<file path="config.mk">
export PLATFORM = sky130hd
export DESIGN_NAME = orpe_host
export DESIGN_NICKNAME = d
export VERILOG_FILES = /design/src/logic/orpe_pkg.sv /design/src/logic/orpe_timer_if.sv /design/src/logic/orpe_host.sv /design/src/logic/orpe_timer.sv
export SDC_FILE = /design/constraint.sdc
export NUM_CORES = 1
export LEC_CHECK = 0
export BUFFER_PORTS_ARGS = -buffer_cell sky130_fd_sc_hd__buf_4
export CELL_PAD_IN_SITES_DETAIL_PLACEMENT = 2
export CELL_PAD_IN_SITES_GLOBAL_PLACEMENT = 2
export CORE_UTILIZATION = 27
export CTS_BUF_LIST = sky130_fd_sc_hd__clkbuf_16
export DETAILED_ROUTE_END_ITERATION = 10
export PLACE_DENSITY_LB_ADDON = 0.3
export SLEW_MARGIN = 25
export SYNTH_ARGS = -nofsm -noshare
export SYNTH_HDL_FRONTEND = slang
export SYNTH_SLANG_ARGS = --single-unit
</file>
<file path="constraint.sdc">
create_clock -name core_clk -period 1.7 [get_ports core_clk]
set_input_delay 0.34 -clock core_clk [delete_from_list [all_inputs] [get_ports core_clk]]
set_output_delay 0.34 -clock core_clk [all_outputs]
set_load 0.01 [all_outputs]
</file>
<file path="src/logic/orpe_pkg.sv">
/*
 * orpe_pkg: shared constants and types for the one-time-programmable ROM
 * host controller: pin widths, timing figures per speed grade, the cycle
 * counts derived from them and the operation codes.
 * Assumes a 100 MHz core clock; every wait rounds up to whole cycles.
 */
package orpe_pkg;
	// pin and counter widths
	localparam int ADDR_W = 13;
	localparam int DATA_W = 8;
	localparam int TMR_W = 17;
	localparam int GRADE_N = 4;
	// core clock period in ns
	localparam int CLK_NS = 10;
	// address access time per grade, ns
	localparam int ACC_NS_0 = 180;
	localparam int ACC_NS_1 = 200;
	localparam int ACC_NS_2 = 250;
	localparam int ACC_NS_3 = 300;
	// output gate to data delay per grade, ns
	localparam int OE_NS_0 = 65;
	localparam int OE_NS_1 = 75;
	localparam int OE_NS_2 = 100;
	localparam int OE_NS_3 = 120;
	// output float time per grade, ns
	localparam int DF_NS_0 = 55;
	localparam int DF_NS_1 = 55;
	localparam int DF_NS_2 = 60;
	localparam int DF_NS_3 = 105;
	// programming setup and hold, ns
	localparam int SETUP_NS = 2000;
	localparam int HOLD_NS = 2000;
	// program strobe pulse width, ns
	localparam int PULSE_NS = 1000000;
	// derived cycle counts, rounded up
	localparam logic [TMR_W-1:0] ACC_CYC_0 = TMR_W'((ACC_NS_0+CLK_NS-1)/CLK_NS);
	localparam logic [TMR_W-1:0] ACC_CYC_1 = TMR_W'((ACC_NS_1+CLK_NS-1)/CLK_NS);
	localparam logic [TMR_W-1:0] ACC_CYC_2 = TMR_W'((ACC_NS_2+CLK_NS-1)/CLK_NS);
	localparam logic [TMR_W-1:0] ACC_CYC_3 = TMR_W'((ACC_NS_3+CLK_NS-1)/CLK_NS);
	localparam logic [TMR_W-1:0] OE_CYC_0 = TMR_W'((OE_NS_0+CLK_NS-1)/CLK_NS);
	localparam logic [TMR_W-1:0] OE_CYC_1 = TMR_W'((OE_NS_1+CLK_NS-1)/CLK_NS);
	localparam logic [TMR_W-1:0] OE_CYC_2 = TMR_W'((OE_NS_2+CLK_NS-1)/CLK_NS);
	localparam logic [TMR_W-1:0] OE_CYC_3 = TMR_W'((OE_NS_3+CLK_NS-1)/CLK_NS);
	localparam logic [TMR_W-1:0] DF_CYC_0 = TMR_W'((DF_NS_0+CLK_NS-1)/CLK_NS);
	localparam logic [TMR_W-1:0] DF_CYC_1 = TMR_W'((DF_NS_1+CLK_NS-1)/CLK_NS);
	localparam logic [TMR_W-1:0] DF_CYC_2 = TMR_W'((DF_NS_2+CLK_NS-1)/CLK_NS);
	localparam logic [TMR_W-1:0] DF_CYC_3 = TMR_W'((DF_NS_3+CLK_NS-1)/CLK_NS);
	localparam logic [TMR_W-1:0] SETUP_CYC = TMR_W'((SETUP_NS+CLK_NS-1)/CLK_NS);
	localparam logic [TMR_W-1:0] HOLD_CYC = TMR_W'((HOLD_NS+CLK_NS-1)/CLK_NS);
	localparam int PULSE_CYC_DEF = (PULSE_NS+CLK_NS-1)/CLK_NS;
	// one cycle wait
	localparam logic [TMR_W-1:0] ONE_CYC = 17'h00001;
	// reset values of the pins
	localparam logic [ADDR_W-1:0] ADDR_RST = 13'h0000;
	localparam logic [DATA_W-1:0] DATA_RST = 8'h00;
	// operations offered on the command port
	typedef enum logic [1:0] {
		ORPE_OP_READ,
		ORPE_OP_PROGRAM,
		ORPE_OP_VERIFY,
		ORPE_OP_SIGNATURE
	} orpe_op_t;
endpackage

</file>
<file path="src/logic/orpe_timer_if.sv">
/*
 * orpe_timer_if: carries a load request and its count from the controller
 * to the wait timer, and the timer's done level back.
 * Assumes both ends share core_clk.
 */
`timescale 1ns/1ps
interface orpe_timer_if import orpe_pkg::*; ();
	logic load; // start a new wait
	logic [TMR_W-1:0] load_val; // wait length in cycles
	logic done; // wait has run out
	modport ctrl (output load, output load_val, input done);
	modport tmr (input load, input load_val, output done);
endinterface

</file>
<file path="src/logic/orpe_host.sv">
/*
 * orpe_host: controller that reads, programs, verifies and reads the
 * signature of a byte-wide one-time-programmable ROM through its pins.
 * Assumes the ROM pins are synchronous to core_clk, that vpp_prog_en
 * switches the programming supply and signature_trigger_line switches the
 * high voltage onto the signature address line outside this block.
 */
// Function
// - gate may lag select by access minus gate
// - program mode needs supply, select, strobe low
// - programmer drives byte on data pins
// - select per device, gate from read strobe
// - verify: gate, select low, strobe high, supply
`timescale 1ns/1ps
module orpe_host import orpe_pkg::*; #(
	parameter int unsigned PULSE_CYC = PULSE_CYC_DEF // strobe width
) (
	// clock and reset
	input wire logic core_clk,
	input wire logic rst,
	// speed grade of the attached ROM
	input wire logic [1:0] grade_sel,
	// command port
	input wire logic req_valid,
	input wire orpe_op_t req_op,
	input wire logic [ADDR_W-1:0] req_addr,
	input wire logic [DATA_W-1:0] req_wdata,
	output logic req_ready,
	output logic rsp_valid,
	output logic [DATA_W-1:0] rsp_rdata,
	// ROM pins
	output logic [ADDR_W-1:0] rom_addr,
	output logic chip_sel_n,
	output logic out_gate_n,
	output logic program_strobe_n,
	output logic vpp_prog_en,
	output logic signature_trigger_line,
	input wire logic [DATA_W-1:0] rom_data_i,
	output logic [DATA_W-1:0] rom_data_o,
	output logic rom_data_oe
);
	// controller states
	typedef enum logic [2:0] {
		ORPE_ST_IDLE, ORPE_ST_PREP, ORPE_ST_CE, ORPE_ST_OE,
		ORPE_ST_PULSE, ORPE_ST_HOLD, ORPE_ST_FLOAT
	} orpe_state_t;

	localparam logic [TMR_W-1:0] PULSE_LEN = TMR_W'(PULSE_CYC);

	orpe_timer_if t ();
	orpe_state_t state, next_state;
	orpe_op_t op, next_op; // operation in progress
	logic next_req_ready, next_rsp_valid;
	logic [DATA_W-1:0] next_rsp_rdata;
	logic [ADDR_W-1:0] next_rom_addr;
	logic next_chip_sel_n, next_out_gate_n, next_program_strobe_n;
	logic next_vpp_prog_en, next_signature_trigger_line;
	logic [DATA_W-1:0] next_rom_data_o;
	logic next_rom_data_oe;
	logic [TMR_W-1:0] acc_cyc, oe_cyc, df_cyc, gap_cyc; // grade timing

	// wait timer
	orpe_timer u_timer (
		.core_clk(core_clk),
		.rst(rst),
		.t(t)
	);

	// per-grade timing; gate lags select by access minus gate delay
	always_comb begin
		case (grade_sel)
			2'h0: begin
				acc_cyc = ACC_CYC_0;
				oe_cyc = OE_CYC_0;
				df_cyc = DF_CYC_0;
			end
			2'h1: begin
				acc_cyc = ACC_CYC_1;
				oe_cyc = OE_CYC_1;
				df_cyc = DF_CYC_1;
			end
			2'h2: begin
				acc_cyc = ACC_CYC_2;
				oe_cyc = OE_CYC_2;
				df_cyc = DF_CYC_2;
			end
			default: begin
				acc_cyc = ACC_CYC_3;
				oe_cyc = OE_CYC_3;
				df_cyc = DF_CYC_3;
			end
		endcase
		gap_cyc = acc_cyc - oe_cyc;
	end

	// next state and pin values
	always_comb begin
		next_state = state;
		next_op = op;
		next_rsp_valid = 1'b0;
		next_rsp_rdata = rsp_rdata;
		next_rom_addr = rom_addr;
		next_chip_sel_n = chip_sel_n;
		next_out_gate_n = out_gate_n;
		next_program_strobe_n = program_strobe_n;
		next_vpp_prog_en = vpp_prog_en;
		next_signature_trigger_line = signature_trigger_line;
		next_rom_data_o = rom_data_o;
		next_rom_data_oe = rom_data_oe;
		t.load = 1'b0;
		t.load_val = ONE_CYC;
		case (state)
			// idle: ROM in standby, supplies at read level
			ORPE_ST_IDLE: begin
				next_chip_sel_n = 1'b1;
				next_vpp_prog_en = 1'b0;
				next_signature_trigger_line = 1'b0;
				// take a command only when ready is shown, not just after reset
				if (req_valid && req_ready) begin
					next_op = req_op;
					next_rom_addr = req_addr;
					next_state = ORPE_ST_PREP;
					t.load = 1'b1;
					t.load_val = ONE_CYC;
					case (req_op)
						ORPE_OP_PROGRAM: begin
							next_vpp_prog_en = 1'b1;
							next_rom_data_o = req_wdata;
							next_rom_data_oe = 1'b1;
							t.load_val = SETUP_CYC;
						end
						ORPE_OP_VERIFY: begin
							next_vpp_prog_en = 1'b1;
							t.load_val = SETUP_CYC;
						end
						ORPE_OP_SIGNATURE: begin
							// only the lowest address line picks the byte
							next_rom_addr = {{(ADDR_W-1){1'b0}}, req_addr[0]};
							next_signature_trigger_line = 1'b1;
							t.load_val = SETUP_CYC;
						end
						default: begin
						end
					endcase
				end
			end
			// supplies and address settled: select the ROM
			ORPE_ST_PREP: begin
				if (t.done) begin
					next_chip_sel_n = 1'b0;
					next_state = ORPE_ST_CE;
					t.load = 1'b1;
					// the timer adds one edge before the gate falls: load one
					// short so the gate lags select by exactly the gap
					t.load_val = (op == ORPE_OP_PROGRAM) ? SETUP_CYC
						: gap_cyc - ONE_CYC;
				end
			end
			// selected: gate for reads, strobe for programming
			ORPE_ST_CE: begin
				if (t.done) begin
					t.load = 1'b1;
					if (op == ORPE_OP_PROGRAM) begin
						next_program_strobe_n = 1'b0;
						next_state = ORPE_ST_PULSE;
						t.load_val = PULSE_LEN;
					end else begin
						next_out_gate_n = 1'b0;
						next_state = ORPE_ST_OE;
						t.load_val = oe_cyc;
					end
				end
			end
			// gate low long enough: take the byte, release
			ORPE_ST_OE: begin
				if (t.done) begin
					next_rsp_rdata = rom_data_i;
					next_out_gate_n = 1'b1;
					next_chip_sel_n = 1'b1;
					next_state = ORPE_ST_FLOAT;
					t.load = 1'b1;
					t.load_val = df_cyc;
				end
			end
			// end of program pulse
			ORPE_ST_PULSE: begin
				if (t.done) begin
					next_program_strobe_n = 1'b1;
					next_state = ORPE_ST_HOLD;
					t.load = 1'b1;
					t.load_val = HOLD_CYC;
				end
			end
			// data held past the strobe, then deselect
			ORPE_ST_HOLD: begin
				if (t.done) begin
					next_rom_data_oe = 1'b0;
					next_chip_sel_n = 1'b1;
					next_state = ORPE_ST_FLOAT;
					t.load = 1'b1;
					t.load_val = df_cyc;
				end
			end
			// bus settles before the next access
			default: begin
				if (t.done) begin
					next_rsp_valid = 1'b1;
					next_vpp_prog_en = 1'b0;
					next_signature_trigger_line = 1'b0;
					next_state = ORPE_ST_IDLE;
				end
			end
		endcase
		next_req_ready = (next_state == ORPE_ST_IDLE);
	end

	// register state and every output
	always_ff @(posedge core_clk) begin
		if (rst) begin
			state <= ORPE_ST_IDLE;
			op <= ORPE_OP_READ;
			req_ready <= 1'b0;
			rsp_valid <= 1'b0;
			rsp_rdata <= DATA_RST;
			rom_addr <= ADDR_RST;
			chip_sel_n <= 1'b1;
			out_gate_n <= 1'b1;
			program_strobe_n <= 1'b1;
			vpp_prog_en <= 1'b0;
			signature_trigger_line <= 1'b0;
			rom_data_o <= DATA_RST;
			rom_data_oe <= 1'b0;
		end else begin
			state <= next_state;
			op <= next_op;
			req_ready <= next_req_ready;
			rsp_valid <= next_rsp_valid;
			rsp_rdata <= next_rsp_rdata;
			rom_addr <= next_rom_addr;
			chip_sel_n <= next_chip_sel_n;
			out_gate_n <= next_out_gate_n;
			program_strobe_n <= next_program_strobe_n;
			vpp_prog_en <= next_vpp_prog_en;
			signature_trigger_line <= next_signature_trigger_line;
			rom_data_o <= next_rom_data_o;
			rom_data_oe <= next_rom_data_oe;
		end
	end

	// helper counters: cycles with select low, cycles with strobe low
	logic [TMR_W-1:0] ce_cnt, next_ce_cnt, pw_cnt, next_pw_cnt;
	always_comb begin
		next_ce_cnt = chip_sel_n ? '0 : ce_cnt + ONE_CYC;
		next_pw_cnt = program_strobe_n ? '0 : pw_cnt + ONE_CYC;
	end
	always_ff @(posedge core_clk) begin
		if (rst) begin
			ce_cnt <= '0;
			pw_cnt <= '0;
		end else begin
			ce_cnt <= next_ce_cnt;
			pw_cnt <= next_pw_cnt;
		end
	end
endmodule // orpe_host

</file>
<file path="src/logic/orpe_timer.sv">
/*
 * orpe_timer: down counter that measures every wait of the controller.
 * Assumes load_val is at least one; done is low the cycle after a load.
 */
`timescale 1ns/1ps
module orpe_timer import orpe_pkg::*; (
	// clock and reset
	input wire logic core_clk,
	input wire logic rst,
	// controller side
	orpe_timer_if.tmr t
);
	logic [TMR_W-1:0] cnt; // cycles left
	logic [TMR_W-1:0] next_cnt;

	// next count: load wins, otherwise count down to zero
	always_comb begin
		next_cnt = cnt;
		if (t.load) begin
			next_cnt = t.load_val;
		end else if (cnt != '0) begin
			next_cnt = cnt - ONE_CYC;
		end
	end

	// register the count
	always_ff @(posedge core_clk) begin
		if (rst) begin
			cnt <= '0;
		end else begin
			cnt <= next_cnt;
		end
	end

	// done while idle; must not look at load, the controller derives load
	// from done and a path back would form a combinational loop
	assign t.done = (cnt == '0);
endmodule // orpe_timer

</file>
==> results of run 1 <==
repair_timing:
action                                  4_1_cts  5_1_grt
buffers inserted                              6        8
pin swaps                                    14       31
endpoints found under the setup margin       35       46
gates cloned                                  0        1
gates resized for setup                      47       55
power breakdown:
group          internal [mW]  total (mW)  switching (mW)
Clock                   1.41        2.09           0.677
Combinational           1.81        3.77            1.96
Sequential              1.59        1.76           0.167
Total                   4.81        7.62            2.81
sequential cells by signal (all words and copies together) (netlist names):
| register | flops |
|---|---|
| state | 3 |
| program_strobe_n | 1 |
| out_gate_n | 1 |
| u_timer.cnt | 17 |
| rsp_rdata | 8 |
| rsp_valid | 1 |
| signature_trigger_line | 1 |
| rom_data_oe | 1 |
| vpp_prog_en | 1 |
| chip_sel_n | 1 |
| op | 2 |
| rom_addr | 13 |
| req_ready | 1 |
| rom_data_o | 8 |
cell families (layout without fill, tap and decap cells):
kind of cell,count (synthesis),after routing,synth area share
adders and majority gates,10,10,0.0424
AOI/OAI and AO/OA,79,79,0.163
muxes,8,8,0.0271
xor gates and xnor gates,13,13,0.0385
buffers and inverters,29,174,0.0436
and+or+nand+nor,161,161,0.285
DFF,59,59,0.400
Yosys cell counts (6+ instances only):
master and instances:
sky130_fd_sc_hd__nand3_1 14, sky130_fd_sc_hd__a21oi_1 43, sky130_fd_sc_hd__xor2_1 7, sky130_fd_sc_hd__clkbuf_1 12
sky130_fd_sc_hd__nor3_1 10, sky130_fd_sc_hd__ha_1 10, sky130_fd_sc_hd__nor2b_1 7, sky130_fd_sc_hd__nand3b_1 14
sky130_fd_sc_hd__o21ai_0 7, sky130_fd_sc_hd__xnor2_1 6, sky130_fd_sc_hd__dfxtp_1 59, sky130_fd_sc_hd__nor2_1 32
sky130_fd_sc_hd__nand2_1 50, sky130_fd_sc_hd__inv_1 7, sky130_fd_sc_hd__buf_2 6, sky130_fd_sc_hd__mux2i_1 8
per-layer routing:
metal | track usage | wire length, um | vias up
met5 | 0 | 0 | -
met4 | 0.104 | 405 | 0
met3 | 0.0365 | 378 | 26
met2 | 0.416 | 7310 | 76
met1 | 0.262 | 5600 | 1633
li1 | - | - | 1529
final cells by class:
cell class                 count  share of cell area
clock buffer                   9              0.0455
clock inverter                 7              0.0215
inverter                       7             0.00531
multi-input combinational    271               0.405
sequential                    59               0.241
tap                          136              0.0344
timing repair buffer         151               0.247
worst max-delay path by stage:
stage	from	endpoint	slack (ns)	cells past startpoint
floorplan	u_timer.cnt[0]	u_timer.cnt[2]	0.004	9
global placement	u_timer.cnt[5]	chip_sel_n	-0.27	5
detailed placement	u_timer.cnt[0]	u_timer.cnt[3]	-0.26	10
CTS	u_timer.cnt[1]	state[0]	-0.20	9
global route	u_timer.cnt[0]	u_timer.cnt[2]	-0.41	10
finish	u_timer.cnt[0]	u_timer.cnt[2]	-0.32	10
worst min-delay path: stages:
cell and delay [ns]:
sky130_fd_sc_hd__buf_4 0.07, sky130_fd_sc_hd__mux2i_1 0.05, sky130_fd_sc_hd__nor2_1 0.07
==> insert_results.sql, run 1 <==
INSERT INTO impl_metrics (metric_group, metric, value, unit) VALUES
('cells_and_area', 'ff_latch_area', '0.00119', 'mm2'),
('critical_path', 'crit_family', 'compound AO/OA/AOI/OAI gates', ''),
('placement', 'setup_ws_pre_cts', '-0.263', 'ns'),
('hold_path', 'hold_start', 'rom_data_i[4]', ''),
('synthesis', 'post_synth.cell_area_avg', '8.23', 'um2'),
('floorplanning', 'die_area', '0.0114', 'mm2'),
('flow_run', 'cap_viol_max_count', '0', ''),
('placement', 'buffer_ports.inserted', '72', ''),
('sta', 'fin_ws', '-0.321', 'ns'),
('routing', 'firstDrtPassIters', '4', ''),
('sta', 'maxClockFrequency', '495', 'MHz'),
('clock_network', 'cts_tree', 'yes', ''),
('floorplanning', 'fp.coreArea', '0.0105', 'mm2'),
('placement', 'detailed_place.area', '0.00410', 'mm2'),
('synthesis', 'ys_warn_count', '0', ''),
('floorplanning', 'chipWidth', '107', 'um'),
('sta', 'slew_headroom', '0.586', ''),
('synthesis', 'number_of_different_library_cells_in_the_post_synthesis_netlist', '56', ''),
('routing', 'drc_errors_left', '0', ''),
('placement', 'dp_hpwl', '8070', 'um'),
('critical_path', 'path_max_fanout', '5', ''),
('critical_path', 'crit_path_end_kind', 'flip-flop', ''),
('clock_network', 'clock_sink_count', '59', ''),
('sta', 'fin_hold_ws', '0.243', 'ns'),
('power', 'power_density_over_the_cells', '1540', 'mW/mm2'),
('critical_path', 'crit_buf_inv', '3', ''),
('clock_network', 'cts-hold-fix-buffers', '0', ''),
('cells_and_area', 'final_layout_size_suffix_gt1_frac', '0.486', ''),
('global_routing', 'global_route.overflow_total', '0', ''),
('global_routing', 'first_global_vias', '3700', ''),
('clock_network', 'htreeDepth', '3', ''),
('routing', 'via_count', '3264', ''),
('global_routing', 'wire_length_of_the_first_global_routing_pass', '19900', 'um'),
('critical_path', 'regToRegEndpoint', 'u_timer.cnt[2]', ''),
('cells_and_area', 'antennaDiodeCount', '0', ''),
('synthesis', 'synth_edf_count', '0', ''),
('power', 'total_power', '7.62', 'mW'),
('critical_path', 'cp_slowest_stage_delay', '0.33', 'ns'),
('hold_path', 'min_path_cells', '3', ''),
('routing', 'wl_per_cell', '21.4', 'um'),
('cells_and_area', 'nNetsFinal', '545', ''),
('critical_path', 'data_arrival_at_the_endpoint_of_the_critical_path', '2.24', 'ns'),
('critical_path', 'worstSetupPathType', 'reg2reg', ''),
('sta', 'finalHoldViolCount', '0', ''),
('synthesis', 'dominantRegCellSynth', 'sky130_fd_sc_hd__dfxtp_1', ''),
('clock_network', 'clock_tree.buffer_depth', '2', ''),
('critical_path', 'endpoint_required_time_on_the_critical_path', '1.92', 'ns'),
('placement', 'placed_cells', '611', ''),
('sta', 'final.period_utilization', '1.19', ''),
('critical_path', 'crit_path_start_kind', 'flip-flop', ''),
('global_routing', 'total_track_usage', '0.229', ''),
('cells_and_area', 'final_core_utilization', '0.473', ''),
('floorplanning', 'start_util', '0.282', ''),
('outcome', 'violated_checks', 'negative setup slack', ''),
('hold_path', 'holdPathEnd', 'rsp_rdata[4]', ''),
('global_routing', 'grt_start_max_net_pins', '35', ''),
('synthesis', 'postSynthCellCount', '359', ''),
('cells_and_area', 'layout.cells.most_common', 'sky130_fd_sc_hd__buf_4', ''),
('synthesis', 'netlist.top_cell.by_area', 'sky130_fd_sc_hd__dfxtp_1', ''),
('synthesis', 'mappedNetlistNets', '405', ''),
('critical_path', 'ff_to_ff_setup_slack', '-0.32', 'ns'),
('floorplanning', 'die_height', '107', 'um'),
('routing', 'detail-route-antenna-nets', '0', ''),
('clock_network', 'source_to_sink_clock_delay_at_the_later_pin_of_the_worst_skew_pair', '0.33', 'ns'),
('critical_path', 'timing.critical_path.cells', 'inv_2 -> ha_4 -> nor4b_4 -> buf_4 -> nand4_1 -> buf_6 -> a21oi_4 -> o311ai_2 -> a22oi_1 -> nor2_1', ''),
('critical_path', 'rr_startpoint', 'u_timer.cnt[0]', ''),
('synthesis', 'netlist_top_cells_area', 'sky130_fd_sc_hd__dfxtp_1 (40%), sky130_fd_sc_hd__a21oi_1 (7.3%), sky130_fd_sc_hd__nand2_1 (6.4%)', ''),
('outcome', 'outcome', 'finished, violations left', ''),
('sta', 'final-setup-viol-count', '35', ''),
('power', 'power.leakage', '2.11', 'nW'),
('cells_and_area', 'multi_input_logic_area', '0.00200', 'mm2');
(Power assumes the default switching activity.)
==> run 2, diff against run 1 <==
- CTS_BUF_LIST: sky130_fd_sc_hd__clkbuf_16 -> default
==> insert_results.sql, run 2 (synthesis gave the netlist of run 1 again) <==
INSERT INTO impl_metrics (metric_group, metric, value, unit) VALUES
('outcome', 'outcome', 'finished, violations left', ''),
('outcome', 'violated_checks', 'negative setup slack', ''),
('power', 'total_power', '6.82', 'mW'),
('floorplanning', 'die_area', '0.0114', 'mm2'),
('critical_path', 'timing.critical_path.from', 'u_timer.cnt[1]', ''),
('routing', 'firstDrtPassIters', '4', ''),
('clock_network', 'cts_inserted_buffers', '9', ''),
('clock_network', 'clock_sink_count', '59', ''),
('global_routing', 'total_track_usage', '0.222', ''),
('placement', 'dp_hpwl', '8070', 'um'),
('global_routing', 'grt_start_max_net_pins', '35', ''),
('critical_path', 'rr_startpoint', 'u_timer.cnt[1]', ''),
('global_routing', 'groute.layer.met2.usage', '0.404', ''),
('critical_path', 'regToRegEndpoint', 'u_timer.cnt[2]', ''),
('critical_path', 'ff_to_ff_setup_slack', '-0.33', 'ns'),
('clock_network', 'cts_tree', 'yes', ''),
('sta', 'slew_viol_final', '0', ''),
('critical_path', 'endpoint_required_time_on_the_critical_path', '1.94', 'ns'),
('cells_and_area', 'largestRegisters', 'u_timer.cnt (17), rom_addr (13)', ''),
('clock_network', 'source_to_sink_clock_delay_at_the_later_pin_of_the_worst_skew_pair', '0.35', 'ns'),
('cells_and_area', 'syn2layout_area_growth', '60.0', '%'),
('routing', 'detail-route-antenna-nets', '0', ''),
('sta', 'slew_headroom', '0.672', ''),
('cells_and_area', 'layout.cells.most_common', 'sky130_fd_sc_hd__buf_4', ''),
('power', 'ir_worst_vdd', '0.000663', 'V'),
('critical_path', 'cp_slowest_cell', 'sky130_fd_sc_hd__dfxtp_2', ''),
('cells_and_area', 'regMostFlops', 'u_timer.cnt', ''),
('sta', 'finalWorstPathRequiredPeriod', '2.03', 'ns'),
('floorplanning', 'start_util', '0.282', ''),
('global_routing', 'most_crowded_layer_after_global_routing', 'met2', ''),
('critical_path', 'worstSetupPathType', 'reg2reg', ''),
('global_routing', 'first_global_vias', '3676', ''),
('sta', 'maxClockFrequency', '493', 'MHz'),
('routing', 'drc_errors_left', '0', ''),
('routing', 'drt-total-wl', '12300', 'um'),
('power', 'power.leakage', '2.05', 'nW'),
('cells_and_area', 'antennaDiodeCount', '0', ''),
('critical_path', 'crit_path_end_kind', 'flip-flop', ''),
('routing', 'wl_per_cell', '19.3', 'um'),
('hold_path', 'hp-class', 'in2reg', ''),
('routing', 'route.detailed.vias_per_inst', '5.06', ''),
('critical_path', 'r2r.worst_path.cells', '10', ''),
('floorplanning', 'fp.coreArea', '0.0105', 'mm2'),
('cells_and_area', 'layoutNonFillerInstCount', '638', ''),
('sta', 'fin_ws', '-0.327', 'ns'),
('clock_network', 'htreeDepth', '3', ''),
('sta', 'final.period_utilization', '1.19', ''),
('floorplanning', 'floorplan.rows', '37', ''),
('sta', 'finalHoldViolCount', '0', ''),
('global_routing', 'wire_length_of_the_first_global_routing_pass', '19500', 'um'),
('cells_and_area', 'layout_common_cells', 'sky130_fd_sc_hd__buf_4 (133), sky130_fd_sc_hd__dfxtp_1 (55), sky130_fd_sc_hd__nand2_1 (47), sky130_fd_sc_hd__a21oi_1 (36), sky130_fd_sc_hd__nor2_1 (30)', ''),
('cells_and_area', 'fillerInstances', '1157', ''),
('global_routing', 'antenna_found_initial', '0', ''),
('cells_and_area', 'largest_reg_flops', '17', ''),
('hold_path', 'min_path_cells', '3', ''),
('global_routing', 'globalRouteMet3Util', '0.0383', ''),
('placement', 'finalWeightedCongestion', '0.828', ''),
('critical_path', 'cp_slowest_stage_delay', '0.33', 'ns'),
('sta', 'grt_setup_unrepaired', 'yes', ''),
('critical_path', 'worst_setup_path_endpoint', 'u_timer.cnt[2]', ''),
('clock_network', 'clkTransAtPathRegs', '0.08', 'ns'),
('critical_path', 'crit_path_start_kind', 'flip-flop', ''),
('cells_and_area', 'final_layout_size_suffix_gt1_frac', '0.448', ''),
('power', 'power_density_over_the_cells', '1440', 'mW/mm2'),
('floorplanning', 'pin_count', '73', ''),
('critical_path', 'timing.critical_path.cells', 'inv_2 -> ha_4 -> nor4b_4 -> buf_4 -> nand4_1 -> buf_6 -> a21oi_4 -> o311ai_2 -> a22oi_1 -> nor2_1', ''),
('routing', 'via_count', '3226', ''),
('critical_path', 'data_arrival_at_the_endpoint_of_the_critical_path', '2.26', 'ns'),
('global_routing', 'grt_util_met1', '0.259', ''),
('placement', 'placed_cells', '611', ''),
('global_routing', 'global_route.overflow_total', '0', ''),
('clock_network', 'clock_tree.buffer_depth', '2', ''),
('floorplanning', 'die_height', '107', 'um'),
('clock_network', 'clockRootBuffer', 'sky130_fd_sc_hd__clkbuf_8', ''),
('floorplanning', 'chipWidth', '107', 'um'),
('routing', 'drt-initial-drc-count', '75', ''),
('placement', 'buffer_ports.inserted', '72', ''),
('sta', 'skew', '0.0128', 'ns'),
('sta', 'final-setup-viol-count', '35', ''),
('sta', 'tightest_slew', '0.491', 'ns'),
('critical_path', 'path_max_fanout', '5', ''),
('cells_and_area', 'nNetsFinal', '543', ''),
('flow_run', 'cap_viol_max_count', '0', '');
[run 2: cell types whose count changed in the layout (fill, tap and decap cells not counted), sizes merged]
cell / change
clkbuf: +3
clkinv: -3
buf: -2
[run 2: where the power goes]
group / leakage, nW / internal, mW / switching, mW
Combinational: 1.44 / 1.66 / 1.73
Sequential: 0.481 / 1.58 / 0.145
Clock: 0.133 / 1.09 / 0.609
[run 2: how the worst min path moves through the flow]
| stage | slack [ns] | from | endpoint |
|---|---|---|---|
| after floorplan | 0.44 | op[1] | op[1] |
| after global placement | 0.44 | rom_addr[4] | rom_addr[4] |
| after detailed placement | 0.45 | rom_addr[12] | rom_addr[12] |
| after CTS | 0.23 | rom_data_i[2] | rsp_rdata[2] |
| after global routing | 0.24 | rom_data_i[1] | rsp_rdata[1] |
| final | 0.23 | rom_data_i[4] | rsp_rdata[4] |
[run 2: stage by stage]
step | cell area [um2] | setup TNS, ns | worst slack [ns] | util | hold slack (ns)
after global placement | 4100 | -3.25 | -0.272 | 0.392 | 0.439
after global routing | 4730 | -8.92 | -0.442 | 0.452 | 0.239
final | 4730 | -5.74 | -0.327 | 0.452 | 0.229
after CTS | 4600 | -3.05 | -0.215 | 0.439 | 0.228
after floorplan | 2970 | 0 | 0.00424 | - | 0.445
after detailed placement | 4100 | -5.12 | -0.263 | 0.392 | 0.449
[run 2: area by class of cell]
type | count | area (um2) | area share
inverter | 7 | 26.3 | 0.00556
tap | 136 | 170 | 0.0360
clock inverter | 4 | 95.1 | 0.0201
sequential | 59 | 1190 | 0.251
multi-input combinational | 271 | 1890 | 0.399
timing repair buffer | 149 | 1200 | 0.253
clock buffer | 12 | 165 | 0.0349
[run 2: worst max-delay path: cells and delay by family, from the launching register on]
family                   cells  cell delay, ns
AO/OA/AOI/OAI                3            0.62
adder cells (fa/ha/maj)      1            0.12
buffers and inverters        3            0.42
flip-flops                   1            0.33
AND/OR/NAND/NOR              3            0.41
[run 2: layer usage]
| layer | wire length (um) | up-vias |
|---|---|---|
| li1 | - | 1527 |
| met1 | 5200 | 1611 |
| met4 | 258 | 0 |
| met5 | 0 | - |
| met3 | 396 | 19 |
| met2 | 6470 | 69 |
[run 2: what timing repair did]
action	CTS	global route
setup buffers	9	2
pin swaps	20	11
hold buffers	0	0
gates resized for setup	42	27
endpoints found under the setup margin	35	44
cloned	1	0
hold endpoints to repair	0	0
==> run 3, diff against run 2 <==
- CORE_UTILIZATION: 27 -> 28
- SYNTH_HIERARCHICAL: default -> 1
==> insert_results.sql, run 3 <==
INSERT INTO impl_metrics (metric_group, metric, value, unit) VALUES
('clock_network', 'cts_inserted_buffers', '9', ''),
('sta', 'slew_viol_final', '0', ''),
('cells_and_area', 'largest_reg_flops', '17', ''),
('synthesis', 'asyncSetResetFlopFracSynth', '0', ''),
('critical_path', 'path_max_fanout', '6', ''),
('routing', 'via_count', '3711', ''),
('power', 'power.leakage', '2.12', 'nW'),
('sta', 'final.period_utilization', '1.51', ''),
('synthesis', 'ys_warn_count', '6', ''),
('routing', 'drt-initial-drc-count', '103', ''),
('cells_and_area', 'regMostFlops', 'u_timer/cnt', ''),
('cells_and_area', 'fillerInstances', '1201', ''),
('synthesis', 'synth.cell_area', '0.00311', 'mm2'),
('cells_and_area', 'layout.cell_area.non_filler', '0.00504', 'mm2'),
('sta', 'final-setup-viol-count', '36', ''),
('floorplanning', 'start_util', '0.287', ''),
('clock_network', 'cts_tree', 'yes', ''),
('power', 'cellInternalPower', '4.53', 'mW'),
('hold_path', 'hp-class', 'in2reg', ''),
('floorplanning', 'pin_count', '73', ''),
('cells_and_area', 'layoutNonFillerInstCount', '693', ''),
('sta', 'finalWorstPathRequiredPeriod', '2.58', 'ns'),
('synthesis', 'dominantRegCellSynth', 'sky130_fd_sc_hd__dfxtp_1', ''),
('critical_path', 'ff_to_ff_setup_slack', '-0.88', 'ns'),
('clock_network', 'source_to_sink_clock_delay_at_the_later_pin_of_the_worst_skew_pair', '0.36', 'ns'),
('synthesis', 'postSynthCellCount', '384', ''),
('sta', 'tightest_slew', '0.597', 'ns'),
('floorplanning', 'die_height', '107', 'um'),
('power', 'ir_worst_vdd', '0.000515', 'V'),
('sta', 'skew', '0.0203', 'ns'),
('synthesis', 'netlist.top_cell.by_area', 'sky130_fd_sc_hd__dfxtp_1', ''),
('outcome', 'violated_checks', 'negative setup slack', ''),
('hold_path', 'min_path_cells', '3', ''),
('synthesis', 'synth.top_cells.by_count', 'sky130_fd_sc_hd__nand2_1 (68), sky130_fd_sc_hd__dfxtp_1 (59), sky130_fd_sc_hd__a21oi_1 (46), sky130_fd_sc_hd__nor2_1 (18), sky130_fd_sc_hd__o21ai_0 (15)', ''),
('cells_and_area', 'layout.cells.most_common', 'sky130_fd_sc_hd__buf_4', ''),
('placement', 'placed_cells', '660', ''),
('power', 'seq_power_share', '0.237', ''),
('clock_network', 'clockRootBuffer', 'sky130_fd_sc_hd__clkbuf_8', ''),
('critical_path', 'regToRegEndpoint', 'u_timer/cnt[0]', ''),
('critical_path', 'rr_startpoint', 'u_timer/cnt[13]', ''),
('clock_network', 'clkTransAtPathRegs', '0.08', 'ns'),
('hold_path', 'hold_start', 'rom_data_i[4]', ''),
('placement', 'buffer_ports.inserted', '72', ''),
('synthesis', 'yosysMostFrequentCell', 'sky130_fd_sc_hd__nand2_1', ''),
('sta', 'grt_setup_unrepaired', 'yes', ''),
('power', 'power.share.combinational', '0.583', ''),
('synthesis', 'synth_top_area_share', '0.379', ''),
('sta', 'slew_headroom', '0.601', ''),
('cells_and_area', 'ff_latch_area', '0.00118', 'mm2'),
('critical_path', 'r2r.worst_path.cells', '11', ''),
('global_routing', 'total_track_usage', '0.258', ''),
('clock_network', 'clock_tree.buffer_depth', '2', ''),
('global_routing', 'antenna_found_initial', '0', ''),
('routing', 'detail-route-antenna-nets', '0', ''),
('floorplanning', 'fp.coreArea', '0.0108', 'mm2'),
('routing', 'route.detailed.vias_per_inst', '5.35', ''),
('outcome', 'outcome', 'finished, violations left', ''),
('placement', 'finalWeightedCongestion', '0.843', ''),
('placement', 'setup_ws_pre_cts', '-0.661', 'ns'),
('sta', 'fin_tns_setup', '-22.37', 'ns'),
('sta', 'finalHoldViolCount', '0', ''),
('global_routing', 'global_route.overflow_total', '0', ''),
('synthesis', 'netlist_top_cells_area', 'sky130_fd_sc_hd__dfxtp_1 (38%), sky130_fd_sc_hd__nand2_1 (8.2%), sky130_fd_sc_hd__a21oi_1 (7.4%)', ''),
('sta', 'maxClockFrequency', '388', 'MHz'),
('cells_and_area', 'nNetsFinal', '596', ''),
('cells_and_area', 'final_layout_size_suffix_gt1_frac', '0.459', ''),
('power', 'clock_power_share', '0.180', ''),
('power', 'power_density_over_the_cells', '1520', 'mW/mm2'),
('sta', 'fin_ws', '-0.875', 'ns'),
('floorplanning', 'die_area', '0.0115', 'mm2'),
('placement', 'dp_hpwl', '8970', 'um'),
('global_routing', 'grt_start_max_net_pins', '25', ''),
('cells_and_area', 'syn2layout_area_growth', '62.0', '%'),
('critical_path', 'endpoint_required_time_on_the_critical_path', '1.92', 'ns'),
('floorplanning', 'floorplan.rows', '38', ''),
('routing', 'wl_per_cell', '23.1', 'um'),
('synthesis', 'synth_edf_count', '0', ''),
('floorplanning', 'chipWidth', '107', 'um'),
('critical_path', 'worstSetupPathType', 'reg2reg', ''),
('synthesis', 'synth_sequential_area_ratio', '0.379', ''),
('power', 'power.switching', '3.13', 'mW'),
('synthesis', 'number_of_different_library_cells_in_the_post_synthesis_netlist', '62', ''),
('routing', 'firstDrtPassIters', '4', ''),
('clock_network', 'clock_sink_count', '59', ''),
('cells_and_area', 'antennaDiodeCount', '0', ''),
('synthesis', 'post_synth.cell_area_avg', '8.11', 'um2'),
('routing', 'drc_errors_left', '0', ''),
('cells_and_area', 'layout_common_cells', 'sky130_fd_sc_hd__buf_4 (154), sky130_fd_sc_hd__nand2_1 (62), sky130_fd_sc_hd__dfxtp_1 (56), sky130_fd_sc_hd__a21oi_1 (40), sky130_fd_sc_hd__buf_6 (16)', ''),
('synthesis', 'yosys_register_bits', '59', ''),
('critical_path', 'crit_path_start_kind', 'flip-flop', ''),
('clock_network', 'htreeDepth', '3', ''),
('hold_path', 'holdPathEnd', 'rsp_rdata[4]', ''),
('placement', 'detailed_place.area', '0.00441', 'mm2'),
('flow_run', 'cap_viol_max_count', '0', ''),
('cells_and_area', 'multi_input_logic_area', '0.00209', 'mm2'),
('cells_and_area', 'largestRegisters', 'u_timer/cnt (17), rom_addr (13)', ''),
('power', 'switching_share', '0.409', ''),
('critical_path', 'data_arrival_at_the_endpoint_of_the_critical_path', '2.80', 'ns'),
('routing', 'drt-total-wl', '16000', 'um'),
('critical_path', 'crit_path_end_kind', 'flip-flop', ''),
('global_routing', 'first_global_vias', '4126', ''),
('clock_network', 'cts-hold-fix-buffers', '0', ''),
('global_routing', 'wire_length_of_the_first_global_routing_pass', '22400', 'um');
[run 3: cell count changes in the layout (fill, tap and decap cells not counted), sizes merged, moves of 4 or more]
cell   change
a211o      +4
o21ai      +9
nand2     +18
a22oi      -4
xor2       -4
nor2      -15
buf       +22
conb       +6
mux2i      -6
[run 3: worst max path at each step]
| stage | from | endpoint | cells after the start |
|---|---|---|---|
| 3_3_place_gp | u_timer/cnt[13] | u_timer/cnt[7] | 10 |
| 2_1_floorplan | u_timer/cnt[13] | u_timer/cnt[0] | 10 |
| 5_1_grt | u_timer/cnt[13] | u_timer/cnt[0] | 11 |
| 6_report | u_timer/cnt[13] | u_timer/cnt[0] | 11 |
| 3_5_place_dp | u_timer/cnt[13] | u_timer/cnt[7] | 10 |
| 4_1_cts | u_timer/cnt[13] | state[1] | 10 |
[run 3: power by group through the flow]
stage	Sequential, mW	Combinational [mW]	Clock [mW]
finish	1.82	4.46	1.38
global route	1.84	4.69	1.44
CTS	1.80	3.77	1.37
detailed placement	1.82	3.39	0
global placement	1.81	3.23	0
floorplan	1.86	1.84	0
[run 3: metrics by stage]
stage	hold slack, ns	util	total power [mW]
3_3_place_gp	0.439	0.407	5.04
2_1_floorplan	0.440	-	3.71
4_1_cts	0.231	0.445	6.94
5_1_grt	0.231	0.465	7.97
6_report	0.230	0.465	7.65
3_5_place_dp	0.450	0.407	5.22
[run 3: cell type report]
type	count	area share
clock buffer	10	0.0273
clock inverter	5	0.0107
inverter	11	0.00992
multi-input combinational	297	0.414
sequential	59	0.235
tap	140	0.0347
timing repair buffer	171	0.269
[run 3: repair_timing]
action | in CTS | in global routing
gates resized for setup | 38 | 35
setup endpoints to repair | 36 | 45
buffers inserted | 10 | 10
pin swaps | 25 | 16
[run 3: worst max-delay path: stages (launching register included)]
cell and delay (ns):
sky130_fd_sc_hd__dfxtp_2 0.33, sky130_fd_sc_hd__or2_4 0.25, sky130_fd_sc_hd__or4_4 0.44, sky130_fd_sc_hd__or2_4 0.29, sky130_fd_sc_hd__inv_6 0.09, sky130_fd_sc_hd__buf_6 0.13, sky130_fd_sc_hd__clkinvlp_4 0.13, sky130_fd_sc_hd__a21oi_2 0.16
sky130_fd_sc_hd__o21ai_0 0.13, sky130_fd_sc_hd__a211o_1 0.31, sky130_fd_sc_hd__nand2_1 0.10, sky130_fd_sc_hd__o21ai_1 0.07
[run 3: metal layers]
layer,part of all wire,track usage
met2,0.54,0.510
met3,0.031,0.0375
met1,0.39,0.268
met5,0,0
met4,0.036,0.110
[run 3: logic make-up after synthesis]
kind of cell             count (synthesis)  synth area share
AO/OA/AOI/OAI                           91             0.179
XOR/XNOR                                11            0.0310
adder cells (fa/ha/maj)                 11            0.0442
buffers and inverters                   33            0.0539
flip-flops                              59             0.379
multiplexers                             3            0.0100
other                                    1           0.00120
AND/OR/NAND/NOR                        175             0.301
